===== config.mk =====
export PLATFORM = sky130hd
export DESIGN_NAME = timer16_compare_waveform
export DESIGN_NICKNAME = d
export VERILOG_FILES = /design/src/hw/timer16_pkg.sv /design/src/hw/timer16_compare_waveform.sv
export SDC_FILE = /design/constraint.sdc
export NUM_CORES = 1
export LEC_CHECK = 0
export ABC_AREA = 1
export BUFFER_PORTS_ARGS = -buffer_cell sky130_fd_sc_hd__buf_2
export CAP_MARGIN = 20
export CORE_MARGIN = 8
export CORE_UTILIZATION = 50
export DETAILED_ROUTE_END_ITERATION = 6
export PLACE_DENSITY = 0.81
export SYNTH_ARGS = -nofsm -noshare
export SYNTH_HDL_FRONTEND = slang
export SYNTH_SLANG_ARGS = --single-unit

===== constraint.sdc =====
create_clock -name clock_i -period 1.6 [get_ports clock_i]
set_input_delay 0.08 -clock clock_i [delete_from_list [all_inputs] [get_ports clock_i]]
set_output_delay 0.08 -clock clock_i [all_outputs]
set_load 0.005 [all_outputs]

===== src/hw/timer16_pkg.sv =====
// Constants and types for the 16-bit compare/waveform timer block.
// Assumes an APB master on the same clock and a prescaler tick input.
`default_nettype none
package timer16_pkg;
   localparam int unsigned CHANNELS = 2;
   localparam logic [7:0] CTRL_ADDR    = 8'h00;
   localparam logic [7:0] FORCE_ADDR   = 8'h04;
   localparam logic [7:0] CNT_LO_ADDR  = 8'h08;
   localparam logic [7:0] CNT_HI_ADDR  = 8'h0C;
   localparam logic [7:0] CMP_LO_ADDR [CHANNELS] = '{8'h10, 8'h18};
   localparam logic [7:0] CMP_HI_ADDR [CHANNELS] = '{8'h14, 8'h1C};
   localparam logic [7:0] CAPT_LO_ADDR = 8'h20;
   localparam logic [7:0] CAPT_HI_ADDR = 8'h24;
   localparam logic [7:0] MASK_ADDR    = 8'h28;
   localparam logic [7:0] FLAG_ADDR    = 8'h2C;
   localparam logic [7:0] PORT_ADDR    = 8'h30;
   // Flag and mask bit positions
   localparam int unsigned FLAG_OVF  = 0;
   localparam int unsigned FLAG_CMP0 = 1;
   localparam int unsigned FLAG_CAPT = 3;
   // Port register field positions
   localparam int unsigned PORT_OUT_LSB = 0;
   localparam int unsigned PORT_DIR_LSB = 2;
   // Waveform select codes
   localparam logic [3:0] WGM_NORMAL   = 4'h0;
   localparam logic [3:0] WGM_CLR_CMP  = 4'h4;
   localparam logic [3:0] WGM_CLR_CAPT = 4'hC;
   localparam logic [3:0] WGM_RESERVED = 4'hD;
   localparam logic [3:0] WGM_FAST_CAP = 4'hE;
   localparam logic [3:0] WGM_FAST_CMP = 4'hF;
   // Compare output actions
   localparam logic [1:0] ACT_NONE   = 2'h0;
   localparam logic [1:0] ACT_TOGGLE = 2'h1;
   localparam logic [1:0] ACT_CLEAR  = 2'h2;
   localparam logic [1:0] ACT_SET    = 2'h3;
   localparam logic [15:0] COUNT_MAX  = 16'hFFFF;
   localparam logic [15:0] COUNT_ZERO = 16'h0000;
   localparam logic [7:0]  CTRL_RESET = 8'h00;
   localparam logic [3:0]  MASK_RESET = 4'h0;
   localparam logic [3:0]  PORT_RESET = 4'h0;
   typedef struct packed {
      logic [1:0] act_b;
      logic [1:0] act_a;
      logic [3:0] wgm;
   } ctrl_s;
endpackage : timer16_pkg
`default_nettype wire


===== src/hw/timer16_compare_waveform.sv =====
// Compare-match and waveform unit of a 16-bit timer, APB register slave.
// Assumes tick_i and irq_ack_i come from logic on clock_i.
// How it works
// - Nonzero action field puts output state on pin instead of port value
// - Pin enable follows direction bit; software sets it to output first
// - Reset clears both output states to zero
// - Action zero leaves output state unchanged on match
// - New action value acts only at the next match, force strobe or PWM bottom
// - Force strobe applies action at once in non-PWM modes
// - Action fields never touch capture behaviour
// - Counter equal to active compare value sets match flag on tick
// - Enabled set flags raise interrupt; service or write-one clears
// - Channel A compare value sets counter limit in mode 4 only
// - PWM modes buffer compare values, loaded at bottom
// - Host reaches buffer when buffered, active register otherwise
// - Compare bytes read directly, not through the high byte latch
// - High byte to latch first; low write moves both at once
// - Counting ignores action bits; in PWM they pick polarity
// - Non-PWM actions: toggle, clear or set on match
// - Normal mode counts up and wraps from all ones to zero
// - Overflow flag set as counter wraps to zero; service or write-one clears
// - Counter writable at any time in normal mode
// - Modes 4 and 12 clear counter on channel A or capture match
// - Clear-on-match limit sets channel A flag or capture flag
// - Limit below count is missed; counter wraps first
// - Host counter write beats clear or increment
//
// Register access over APB and the address map were left to the implementer.
`default_nettype none
module timer16_compare_waveform (
   input  wire logic                                clock_i,
   input  wire logic                                nrst_i,
   input  wire logic                                tick_i,
   input  wire logic [3:0]                          irq_ack_i,
   input  wire logic                                psel_i,
   input  wire logic                                penable_i,
   input  wire logic                                pwrite_i,
   input  wire logic [7:0]                          paddr_i,
   input  wire logic [31:0]                         pwdata_i,
   output logic      [31:0]                         prdata_o,
   output logic                                     pready_o,
   output logic                                     pslverr_o,
   output logic                                     irq_o,
   output logic      [timer16_pkg::CHANNELS-1:0]    pin_o,
   output logic      [timer16_pkg::CHANNELS-1:0]    pin_oe_o
);
   import timer16_pkg::*;

   ctrl_s        ctrl;
   logic [15:0]  count;
   logic [15:0]  capt;
   logic [7:0]   hi_latch;
   logic [3:0]   flags;
   logic [3:0]   mask;
   logic [3:0]   port_reg;
   logic [15:0]  cmp_act  [CHANNELS];
   logic [15:0]  cmp_buf  [CHANNELS];
   logic [15:0]  cmp_view [CHANNELS];
   logic [1:0]   oc_state;
   logic [1:0]   act      [CHANNELS];
   logic [1:0]   match;
   logic [1:0]   force_wr;
   logic [1:0]   cmp_lo_wr;
   logic [1:0]   cmp_hi_wr;
   logic [3:0]   flag_set;
   logic [3:0]   flag_clr;
   logic [7:0]   rd_byte;
   logic         addr_ok;
   logic         setup;
   logic         wr_en;
   logic         rd_en;
   logic         pwm;
   logic         cnt_wr;
   logic         clear_hit;
   logic         bottom;

   function automatic logic is_pwm(input logic [3:0] wgm);
      is_pwm = !(wgm == WGM_NORMAL || wgm == WGM_CLR_CMP || wgm == WGM_CLR_CAPT || wgm == WGM_RESERVED);
   endfunction : is_pwm

   // Output state after a compare match or a forced match
   function automatic logic on_match(input logic [1:0] a, input logic st, input logic pw, input logic tog_ok);
      case (a)
         ACT_TOGGLE: on_match = (!pw || tog_ok) ? !st : st;
         ACT_CLEAR:  on_match = 1'b0;
         ACT_SET:    on_match = 1'b1;
         default:    on_match = st;
      endcase
   endfunction : on_match

   // Output state at bottom in PWM modes, opposite of the match level
   function automatic logic on_bottom(input logic [1:0] a, input logic st);
      case (a)
         ACT_CLEAR: on_bottom = 1'b1;
         ACT_SET:   on_bottom = 1'b0;
         default:   on_bottom = st;
      endcase
   endfunction : on_bottom

   assign setup = psel_i && !penable_i;
   assign wr_en = psel_i && penable_i && pready_o && pwrite_i;
   assign rd_en = psel_i && penable_i && pready_o && !pwrite_i;
   assign pwm = is_pwm(ctrl.wgm);
   assign act[0] = ctrl.act_a;
   assign act[1] = ctrl.act_b;
   assign cnt_wr = wr_en && paddr_i == CNT_LO_ADDR;
   assign bottom = tick_i && count == COUNT_ZERO;

   always_comb begin
      for (int i = 0; i < CHANNELS; i++) begin
         match[i] = count == cmp_act[i];
         cmp_view[i] = pwm ? cmp_buf[i] : cmp_act[i];
         cmp_lo_wr[i] = wr_en && paddr_i == CMP_LO_ADDR[i];
         cmp_hi_wr[i] = wr_en && paddr_i == CMP_HI_ADDR[i];
         force_wr[i] = wr_en && paddr_i == FORCE_ADDR && pwdata_i[i] && !pwm;
      end
   end

   // Limit comes from channel A or capture register; equality only, so a missed limit wraps
   assign clear_hit = (ctrl.wgm == WGM_CLR_CMP && match[0])
                    || (ctrl.wgm == WGM_CLR_CAPT && count == capt);

   // Register read mux
   always_comb begin
      rd_byte = 8'h00;
      addr_ok = 1'b1;
      case (paddr_i)
         CTRL_ADDR:      rd_byte = ctrl;
         FORCE_ADDR:     rd_byte = 8'h00;
         CNT_LO_ADDR:    rd_byte = count[7:0];
         CNT_HI_ADDR:    rd_byte = hi_latch;
         CMP_LO_ADDR[0]: rd_byte = cmp_view[0][7:0];
         CMP_HI_ADDR[0]: rd_byte = cmp_view[0][15:8];
         CMP_LO_ADDR[1]: rd_byte = cmp_view[1][7:0];
         CMP_HI_ADDR[1]: rd_byte = cmp_view[1][15:8];
         CAPT_LO_ADDR:   rd_byte = capt[7:0];
         CAPT_HI_ADDR:   rd_byte = hi_latch;
         MASK_ADDR:      rd_byte = {4'h0, mask};
         FLAG_ADDR:      rd_byte = {4'h0, flags};
         PORT_ADDR:      rd_byte = {4'h0, port_reg};
         default:        addr_ok = 1'b0;
      endcase
   end

   // APB answer: ready in the first access cycle
   always_ff @(posedge clock_i or negedge nrst_i) begin
      if (!nrst_i) begin
         pready_o  <= 1'b0;
         pslverr_o <= 1'b0;
         prdata_o  <= 32'h0000_0000;
      end else begin
         pready_o <= setup;
         if (setup) begin
            pslverr_o <= !addr_ok;
            prdata_o  <= pwrite_i ? 32'h0000_0000 : {24'h00_0000, rd_byte};
         end
      end
   end

   // Control, mask and port registers
   always_ff @(posedge clock_i or negedge nrst_i) begin
      if (!nrst_i) begin
         ctrl     <= ctrl_s'(CTRL_RESET);
         mask     <= MASK_RESET;
         port_reg <= PORT_RESET;
      end else if (wr_en) begin
         if (paddr_i == CTRL_ADDR) begin
            ctrl <= ctrl_s'(pwdata_i[7:0]);
         end
         if (paddr_i == MASK_ADDR) begin
            mask <= pwdata_i[3:0];
         end
         if (paddr_i == PORT_ADDR) begin
            port_reg <= pwdata_i[3:0];
         end
      end
   end

   // Shared high byte latch
   always_ff @(posedge clock_i or negedge nrst_i) begin
      if (!nrst_i) begin
         hi_latch <= 8'h00;
      end else if (wr_en && (paddr_i == CNT_HI_ADDR || paddr_i == CAPT_HI_ADDR || |cmp_hi_wr)) begin
         hi_latch <= pwdata_i[7:0];
      end else if (rd_en && paddr_i == CNT_LO_ADDR) begin
         hi_latch <= count[15:8];
      end else if (rd_en && paddr_i == CAPT_LO_ADDR) begin
         hi_latch <= capt[15:8];
      end
   end

   // Counter
   always_ff @(posedge clock_i or negedge nrst_i) begin
      if (!nrst_i) begin
         count <= COUNT_ZERO;
      end else if (cnt_wr) begin
         count <= {hi_latch, pwdata_i[7:0]};
      end else if (tick_i) begin
         if (clear_hit) begin
            count <= COUNT_ZERO;
         end else begin
            count <= count + 16'h0001;
         end
      end
   end

   // Capture register, host-written only in modes 12 and 14
   always_ff @(posedge clock_i or negedge nrst_i) begin
      if (!nrst_i) begin
         capt <= COUNT_ZERO;
      end else if (wr_en && paddr_i == CAPT_LO_ADDR
                   && (ctrl.wgm == WGM_CLR_CAPT || ctrl.wgm == WGM_FAST_CAP)) begin
         capt <= {hi_latch, pwdata_i[7:0]};
      end
   end

   // Compare values, buffered in PWM modes
   always_ff @(posedge clock_i or negedge nrst_i) begin
      if (!nrst_i) begin
         for (int i = 0; i < CHANNELS; i++) begin
            cmp_act[i] <= COUNT_ZERO;
            cmp_buf[i] <= COUNT_ZERO;
         end
      end else begin
         for (int i = 0; i < CHANNELS; i++) begin
            if (cmp_lo_wr[i] && pwm) begin
               cmp_buf[i] <= {hi_latch, pwdata_i[7:0]};
            end
            if (cmp_lo_wr[i] && !pwm) begin
               cmp_act[i] <= {hi_latch, pwdata_i[7:0]};
            end else if (pwm && bottom) begin
               cmp_act[i] <= cmp_buf[i];
            end
         end
      end
   end

   // Flags: set wins over clear
   always_comb begin
      flag_set = 4'h0;
      flag_set[FLAG_OVF] = tick_i && !cnt_wr && count == COUNT_MAX;
      for (int i = 0; i < CHANNELS; i++) begin
         flag_set[FLAG_CMP0 + i] = tick_i && match[i];
      end
      flag_set[FLAG_CAPT] = tick_i && ctrl.wgm == WGM_CLR_CAPT && count == capt;
      flag_clr = irq_ack_i | ((wr_en && paddr_i == FLAG_ADDR) ? pwdata_i[3:0] : 4'h0);
   end

   always_ff @(posedge clock_i or negedge nrst_i) begin
      if (!nrst_i) begin
         flags <= 4'h0;
      end else begin
         flags <= (flags & ~flag_clr) | flag_set;
      end
   end

   always_ff @(posedge clock_i or negedge nrst_i) begin
      if (!nrst_i) begin
         irq_o <= 1'b0;
      end else begin
         irq_o <= |(flags & mask);
      end
   end

   // Output states; force takes precedence over a match in the same cycle
   always_ff @(posedge clock_i or negedge nrst_i) begin
      if (!nrst_i) begin
         oc_state <= 2'b00;
      end else begin
         for (int i = 0; i < CHANNELS; i++) begin
            if (force_wr[i]) begin
               oc_state[i] <= on_match(act[i], oc_state[i], 1'b0, 1'b0);
            end else if (tick_i && match[i]) begin
               oc_state[i] <= on_match(act[i], oc_state[i], pwm,
                                       i == 0 && ctrl.wgm == WGM_FAST_CMP);
            end else if (pwm && bottom) begin
               oc_state[i] <= on_bottom(act[i], oc_state[i]);
            end
         end
      end
   end

   // Pin drive
   always_ff @(posedge clock_i or negedge nrst_i) begin
      if (!nrst_i) begin
         pin_o    <= 2'b00;
         pin_oe_o <= 2'b00;
      end else begin
         for (int i = 0; i < CHANNELS; i++) begin
            pin_o[i]    <= (act[i] != ACT_NONE) ? oc_state[i] : port_reg[PORT_OUT_LSB + i];
            pin_oe_o[i] <= port_reg[PORT_DIR_LSB + i];
         end
      end
   end
endmodule : timer16_compare_waveform
`default_nettype wire


==> results of run 1 <==
-- area by class of cell --
class | instances | area, sq um | share of cell area
clock buffer | 18 | 439 | 0.0343
timing repair buffer | 273 | 2470 | 0.193
clock inverter | 14 | 190 | 0.0149
sequential | 141 | 3540 | 0.276
tap | 225 | 282 | 0.0220
timing repair inverter | 1 | 11.3 | 0.000879
multi-input combinational | 884 | 5260 | 0.410
inverter | 152 | 626 | 0.0489
-- layer usage --
metal / vias up / GRT usage / wire, um
li1: 4445 / - / -
met1: 4717 / 0.415 / 14200
met2: 795 / 0.511 / 17100
met3: 213 / 0.0713 / 4070
met4: 2 / 0.198 / 2680
met5: - / 0 / 13
-- Yosys cell counts, types with 13 or more instances --
master / number
xor2_1: 19
nand3_1: 39
nand4_1: 39
o22ai_1: 17
o21ai_1: 40
dfrtp_1: 141
inv_1: 132
a21oi_1: 13
nand2_1: 382
nor3_1: 14
o21ai_0: 90
buf_4: 30
inv_2: 19
nor2_1: 84
buf_2: 21
o211ai_1: 35
-- power by group --
group	internal, mW	leakage [nW]	switching, mW	total [mW]
combinational	1.23	3.98	1.57	2.80
clock	2.66	0.307	1.69	4.35
sequential	3.69	1.84	0.185	3.88
-- repair_timing --
action / CTS / global route
endpoints found under the setup margin: 85 / 87
hold endpoints to repair: 154 / 0
buffers inserted: 24 / 14
gates resized for setup: 141 / 164
hold buffers: 11 / 0
pin swaps: 38 / 81
gates cloned: 4 / 2
-- worst max-delay path, cell delays in order (launching register included) --
cell	delay, ps
dfrtp_1	410
nand2_2	100
o21ai_2	70
nand2_4	90
buf_12	140
inv_8	50
or2_1	230
nand3_1	180
nand2_1	90
nor2_1	200
nand2_1	110
nand2_1	90
nand2_1	50
-- cell families after synthesis --
group / after synthesis / share of synthesized area
adders and majority gates: 2 / 0.00282
and+or+nand+nor: 613 / 0.308
other: 1 / 0.000423
DFF: 141 / 0.398
buffers and inverters: 221 / 0.117
xor gates and xnor gates: 27 / 0.0267
AOI/OAI and AO/OA: 217 / 0.147
-- path summary, 6_finish.rpt --
| kind | slack (ps) | to |
|---|---|---|
| worst max-delay path | -300 | prdata_o[2] |
| worst min-delay path | 50 | cmp_act[0] |
| worst max register to register | -300 | prdata_o[2] |
| worst min register to register | 430 | pin_oe_o[1] |
| max in group asynchronous | 900 | cmp_buf[23] |
| min in group asynchronous | 110 | pready_o |
-- stage by stage --
stage          total power, mW  cells  setup WS, ps  hold slack, ps  instance area [sq um]
2_1_floorplan             5.02   1245         -10.8            -216                   9000
3_3_place_gp              6.03   1627          -238            2.13                  10600
3_5_place_dp              6.06   1627          -288           0.223                  10600
4_1_cts                   10.7   1697          -215           0.585                  12100
5_1_grt                   11.3   1708          -382            41.4                  12800
6_report                  11.0   1708          -304            45.6                  12800
==> metrics, run 1 <==
status=finished with violations; failing checks=setup timing; vias=10200; Critical R2R Launch=ctrl[3]; TritonCTS Buffers=17; IO Count=89; WL final=38.1 mm; Least-Margin Pin Slew=715 ps; pwr dens=861 nW/um^2; initial antenna violation count=1; final setup vio count=65; Final GP Congestion=0.978; Routed Antenna Nets=0; Ys Warns=0; Clock Tree Root=clkbuf_16; diodes inserted=0; CTS H-tree depth=4; DRT iter0 DRCs=1572; most common cell after layout, fill and taps aside=nand2_1; Syn Inst Count=1222; first-pass GRT wire length=55.6 mm; Synth top area share=0.398; biggest regs=cmp_act x32, cmp_buf x32; Critical Path End Type=flop; Final Util=0.740; share of layout cells above drive strength 1=0.348; Synth area leader=dfrtp_1; Final nets=1522; most frequent cells in the layout=nand2_1 (334), buf_4 (158), dfrtp_1 (134); Syn Area/Cell=7.26 sq um; crit path max fanout=6; Die Width=149 um; VDD IR-drop max=1.14 mV; TNS Setup=-10070 ps; top cells by area in the synthesized netlist=dfrtp_1 (40%), nand2_1 (16%), inv_1 (5.6%); Clock transition at path regs=70 ps; Worst Hold Class=in2reg; DIE HEIGHT=149 um; core area=17300 sq um; CTS tree=done; largest net degree at the start of global routing=35; worst setup margin=-304 ps; CTS Buffer Depth=2; CP Class=reg2reg; CP startpoint=ctrl[3]; Worst EP required=1930 ps; crit path launch type=flop; fin crit share=1.19; Post-synth ARST share=1.00; initial core utilization=0.513; Post-DP HPWL=26.3 mm; Clock Latency Late Sink=430 ps; Final Max Slew Viols=0; IO buf count=40; die footprint=22300 sq um; worst clock skew=12.3 ps; DRC Markers=0; Via density=5.96; synthesized cell area=8870 sq um; Sink Count=141; final hold violations=0; Filler cells=1222; Yosys reg bits=141; r2r worst-path depth=12; WL/cell=22.3 um; Leak=6.13 nW; Max Cap Viol=0; fmax=525 MHz; FP Rows=48; number of synthesized flops with an enable pin=0; WP data arrival=2230 ps; min cycle time layout=1900 ps; hold path depth=3; vias in the first global route=9616; register area share after synthesis=0.398; area growth from synthesis to layout=44.4%; RSZ-0062 raised after global routing=yes; First-pass DRT Iterations=7; Rel. slew slack=0.520; Main synth FF type=dfrtp_1; number of distinct library cells after synthesis=43; total global routing overflow=0; Hold Startpoint=pwdata_i[0]; Total Routing Usage GR=0.330
(Power assumes the default switching activity.)
==> run 2: changes to the inputs <==
Settings changed: CORE_MARGIN 8 to not set, TNS_END_PERCENT set to 20.
==> run 2 against run 1 <==
- the run still ends with setup timing left
- cell count shrank 1.0%
- total power shrank 1.5%
- sequential share of layout area grew 1.4 points
- non-clock buffer count shrank 16
- sequential power is essentially flat
- register-to-register slack is essentially flat
- critical path type unchanged
==> metrics, run 2 (same netlist as run 1, synthesis figures left out) <==
status=finished with violations; failing checks=setup timing; DIE HEIGHT=135 um; multi-input gate area in the final layout=4990 sq um; Via density=5.89; Post-DP HPWL=24.9 mm; Cell Area, Placed=10400 sq um; CP Class=reg2reg; Final nets=1505; worst setup margin=-315 ps; WL final=35.4 mm; Worst Hold Class=in2reg; CTS H-tree depth=4; CP max-delay cell=dfrtp_2; Clock transition at path regs=70 ps; VDD IR-drop max=0.755 mV; first-pass GRT wire length=52.5 mm; vias=9968; Least-Margin Pin Slew=602 ps; CTS tree=done; Final Max Slew Viols=0; Worst EP required=1940 ps; most frequent cells in the layout=nand2_1 (347), buf_4 (163), dfrtp_1 (133); biggest regs=cmp_act x32, cmp_buf x32; Leak=5.91 nW; vias in the first global route=9467; pwr dens=889 nW/um^2; slowest stage delay, CP=440 ps; design area=12200 sq um; diodes inserted=0; sw frac=0.323; Routed Antenna Nets=0; IO buf count=40; hold path depth=3; sequential fraction of design power=0.356; crit path max fanout=12; hold path endpoint=flags[0]; WL/cell=20.9 um; largest net degree at the start of global routing=49; Max Cap Viol=0; r2r endpoint=prdata_o[6]; DRT iter0 DRCs=1263; Rel. slew slack=0.598; Die Width=135 um; DRC Markers=0; Hold Startpoint=irq_ack_i[0]; fmax=522 MHz; Filler cells=1321; crit path launch type=flop; min cycle time layout=1910 ps; Sink Count=141; Total Routing Usage GR=0.389; crit-path most repeated cell=nand2_1; Net Switching=3.51 mW; core area=17300 sq um; most common cell after layout, fill and taps aside=nand2_1; initial antenna violation count=0; RSZ-0062 raised after global routing=yes; CP bufs+invs=2; Clock power frac=0.383; initial core utilization=0.513; First-pass DRT Iterations=7; Clock Tree Root=clkbuf_16; FF/Latch Area=3540 sq um; R2R setup slack=-310 ps; fin crit share=1.20; combinational share of power=0.261; Clock Latency Late Sink=450 ps; worst-path cell chain=nand2_2 > o21ai_2 > nand2_4 > inv_2 > buf_12 > or2_4 > o211ai_1 > nand4_1 > nand2_1 > nand2_1; IO Count=89; worst clock skew=10.6 ps; r2r worst-path depth=10; FP Rows=48; total global routing overflow=0; die footprint=18300 sq um; CP top delay family=simple AND/OR/NAND/NOR gates; CTS Buffer Depth=2; TritonCTS Buffers=17; Critical R2R Launch=ctrl[3]; final hold violations=0; Final GP Congestion=1.00; WP data arrival=2250 ps; placed cells=1608; area growth from synthesis to layout=37.7%; share of layout cells above drive strength 1=0.319; final setup vio count=83; fin cells=1691; Critical Path End Type=flop; internal power=7.35 mW
## run 2: layout make-up
class	instances	share of cell area
Clock inverter	13	0.0127
Timing Repair Buffer	257	0.181
Inverter	152	0.0488
Multi-Input combinational cell	884	0.408
Clock buffer	19	0.0363
Tap cell	225	0.0231
Sequential cell	141	0.290
## run 2: repair_timing
action                                  in CTS  in global routing
resized for setup                           93                115
setup buffers                               21                 14
hold buffers                                12                  0
endpoints found under the setup margin      65                110
cloned                                       1                  3
endpoints found under the hold margin      154                  0
pin swaps                                   33                 64
## run 2: worst min-delay path, cell delays in order
cell	delay [ps]
buf_2	100
nand3b_1	160
o31ai_2	110
## run 2: per-layer routing
metal  track usage  routed length (um)  vias to the layer above
li1              -                   -                     4400
met1         0.493               13100                     4616
met2         0.596               15600                      739
met3        0.0898                4140                      213
met4         0.255                2580                        0
met5             0                   0                        -
## run 2: through the flow
step | setup TNS (ps) | power [mW] | utilization | hold slack [ps] | worst slack [ps]
3_3_place_gp | -8050 | 6.03 | 0.603 | 1.97 | -272
3_5_place_dp | -10220 | 6.07 | 0.603 | 6.79 | -295
5_1_grt | -18120 | 11.2 | 0.706 | 45.2 | -349
2_1_floorplan | -123 | 5.02 | - | -216 | -10.8
6_report | -13630 | 10.9 | 0.706 | 55.7 | -315
4_1_cts | -6500 | 10.4 | 0.674 | 39.9 | -273
## run 2: power by group through the flow
stage | combinational (mW) | sequential (mW) | clock (mW)
finish | 2.83 | 3.86 | 4.16
detailed placement | 2.15 | 3.92 | 0
CTS | 2.47 | 3.85 | 4.12
floorplan | 1.21 | 3.81 | 0
global placement | 2.12 | 3.91 | 0
global route | 3.01 | 3.87 | 4.28
## run 2: worst max path at each step
| stage | cells past startpoint | startpoint | end | slack [ps] |
|---|---|---|---|---|
| 2_1_floorplan | 12 | count[0] | oc_state[0] | -10 |
| 4_1_cts | 10 | ctrl[3] | prdata_o[6] | -270 |
| 3_3_place_gp | 12 | ctrl[3] | prdata_o[6] | -270 |
| 5_1_grt | 12 | ctrl[3] | prdata_o[0] | -350 |
| 6_report | 10 | ctrl[3] | prdata_o[6] | -310 |
| 3_5_place_dp | 12 | ctrl[3] | prdata_o[6] | -300 |
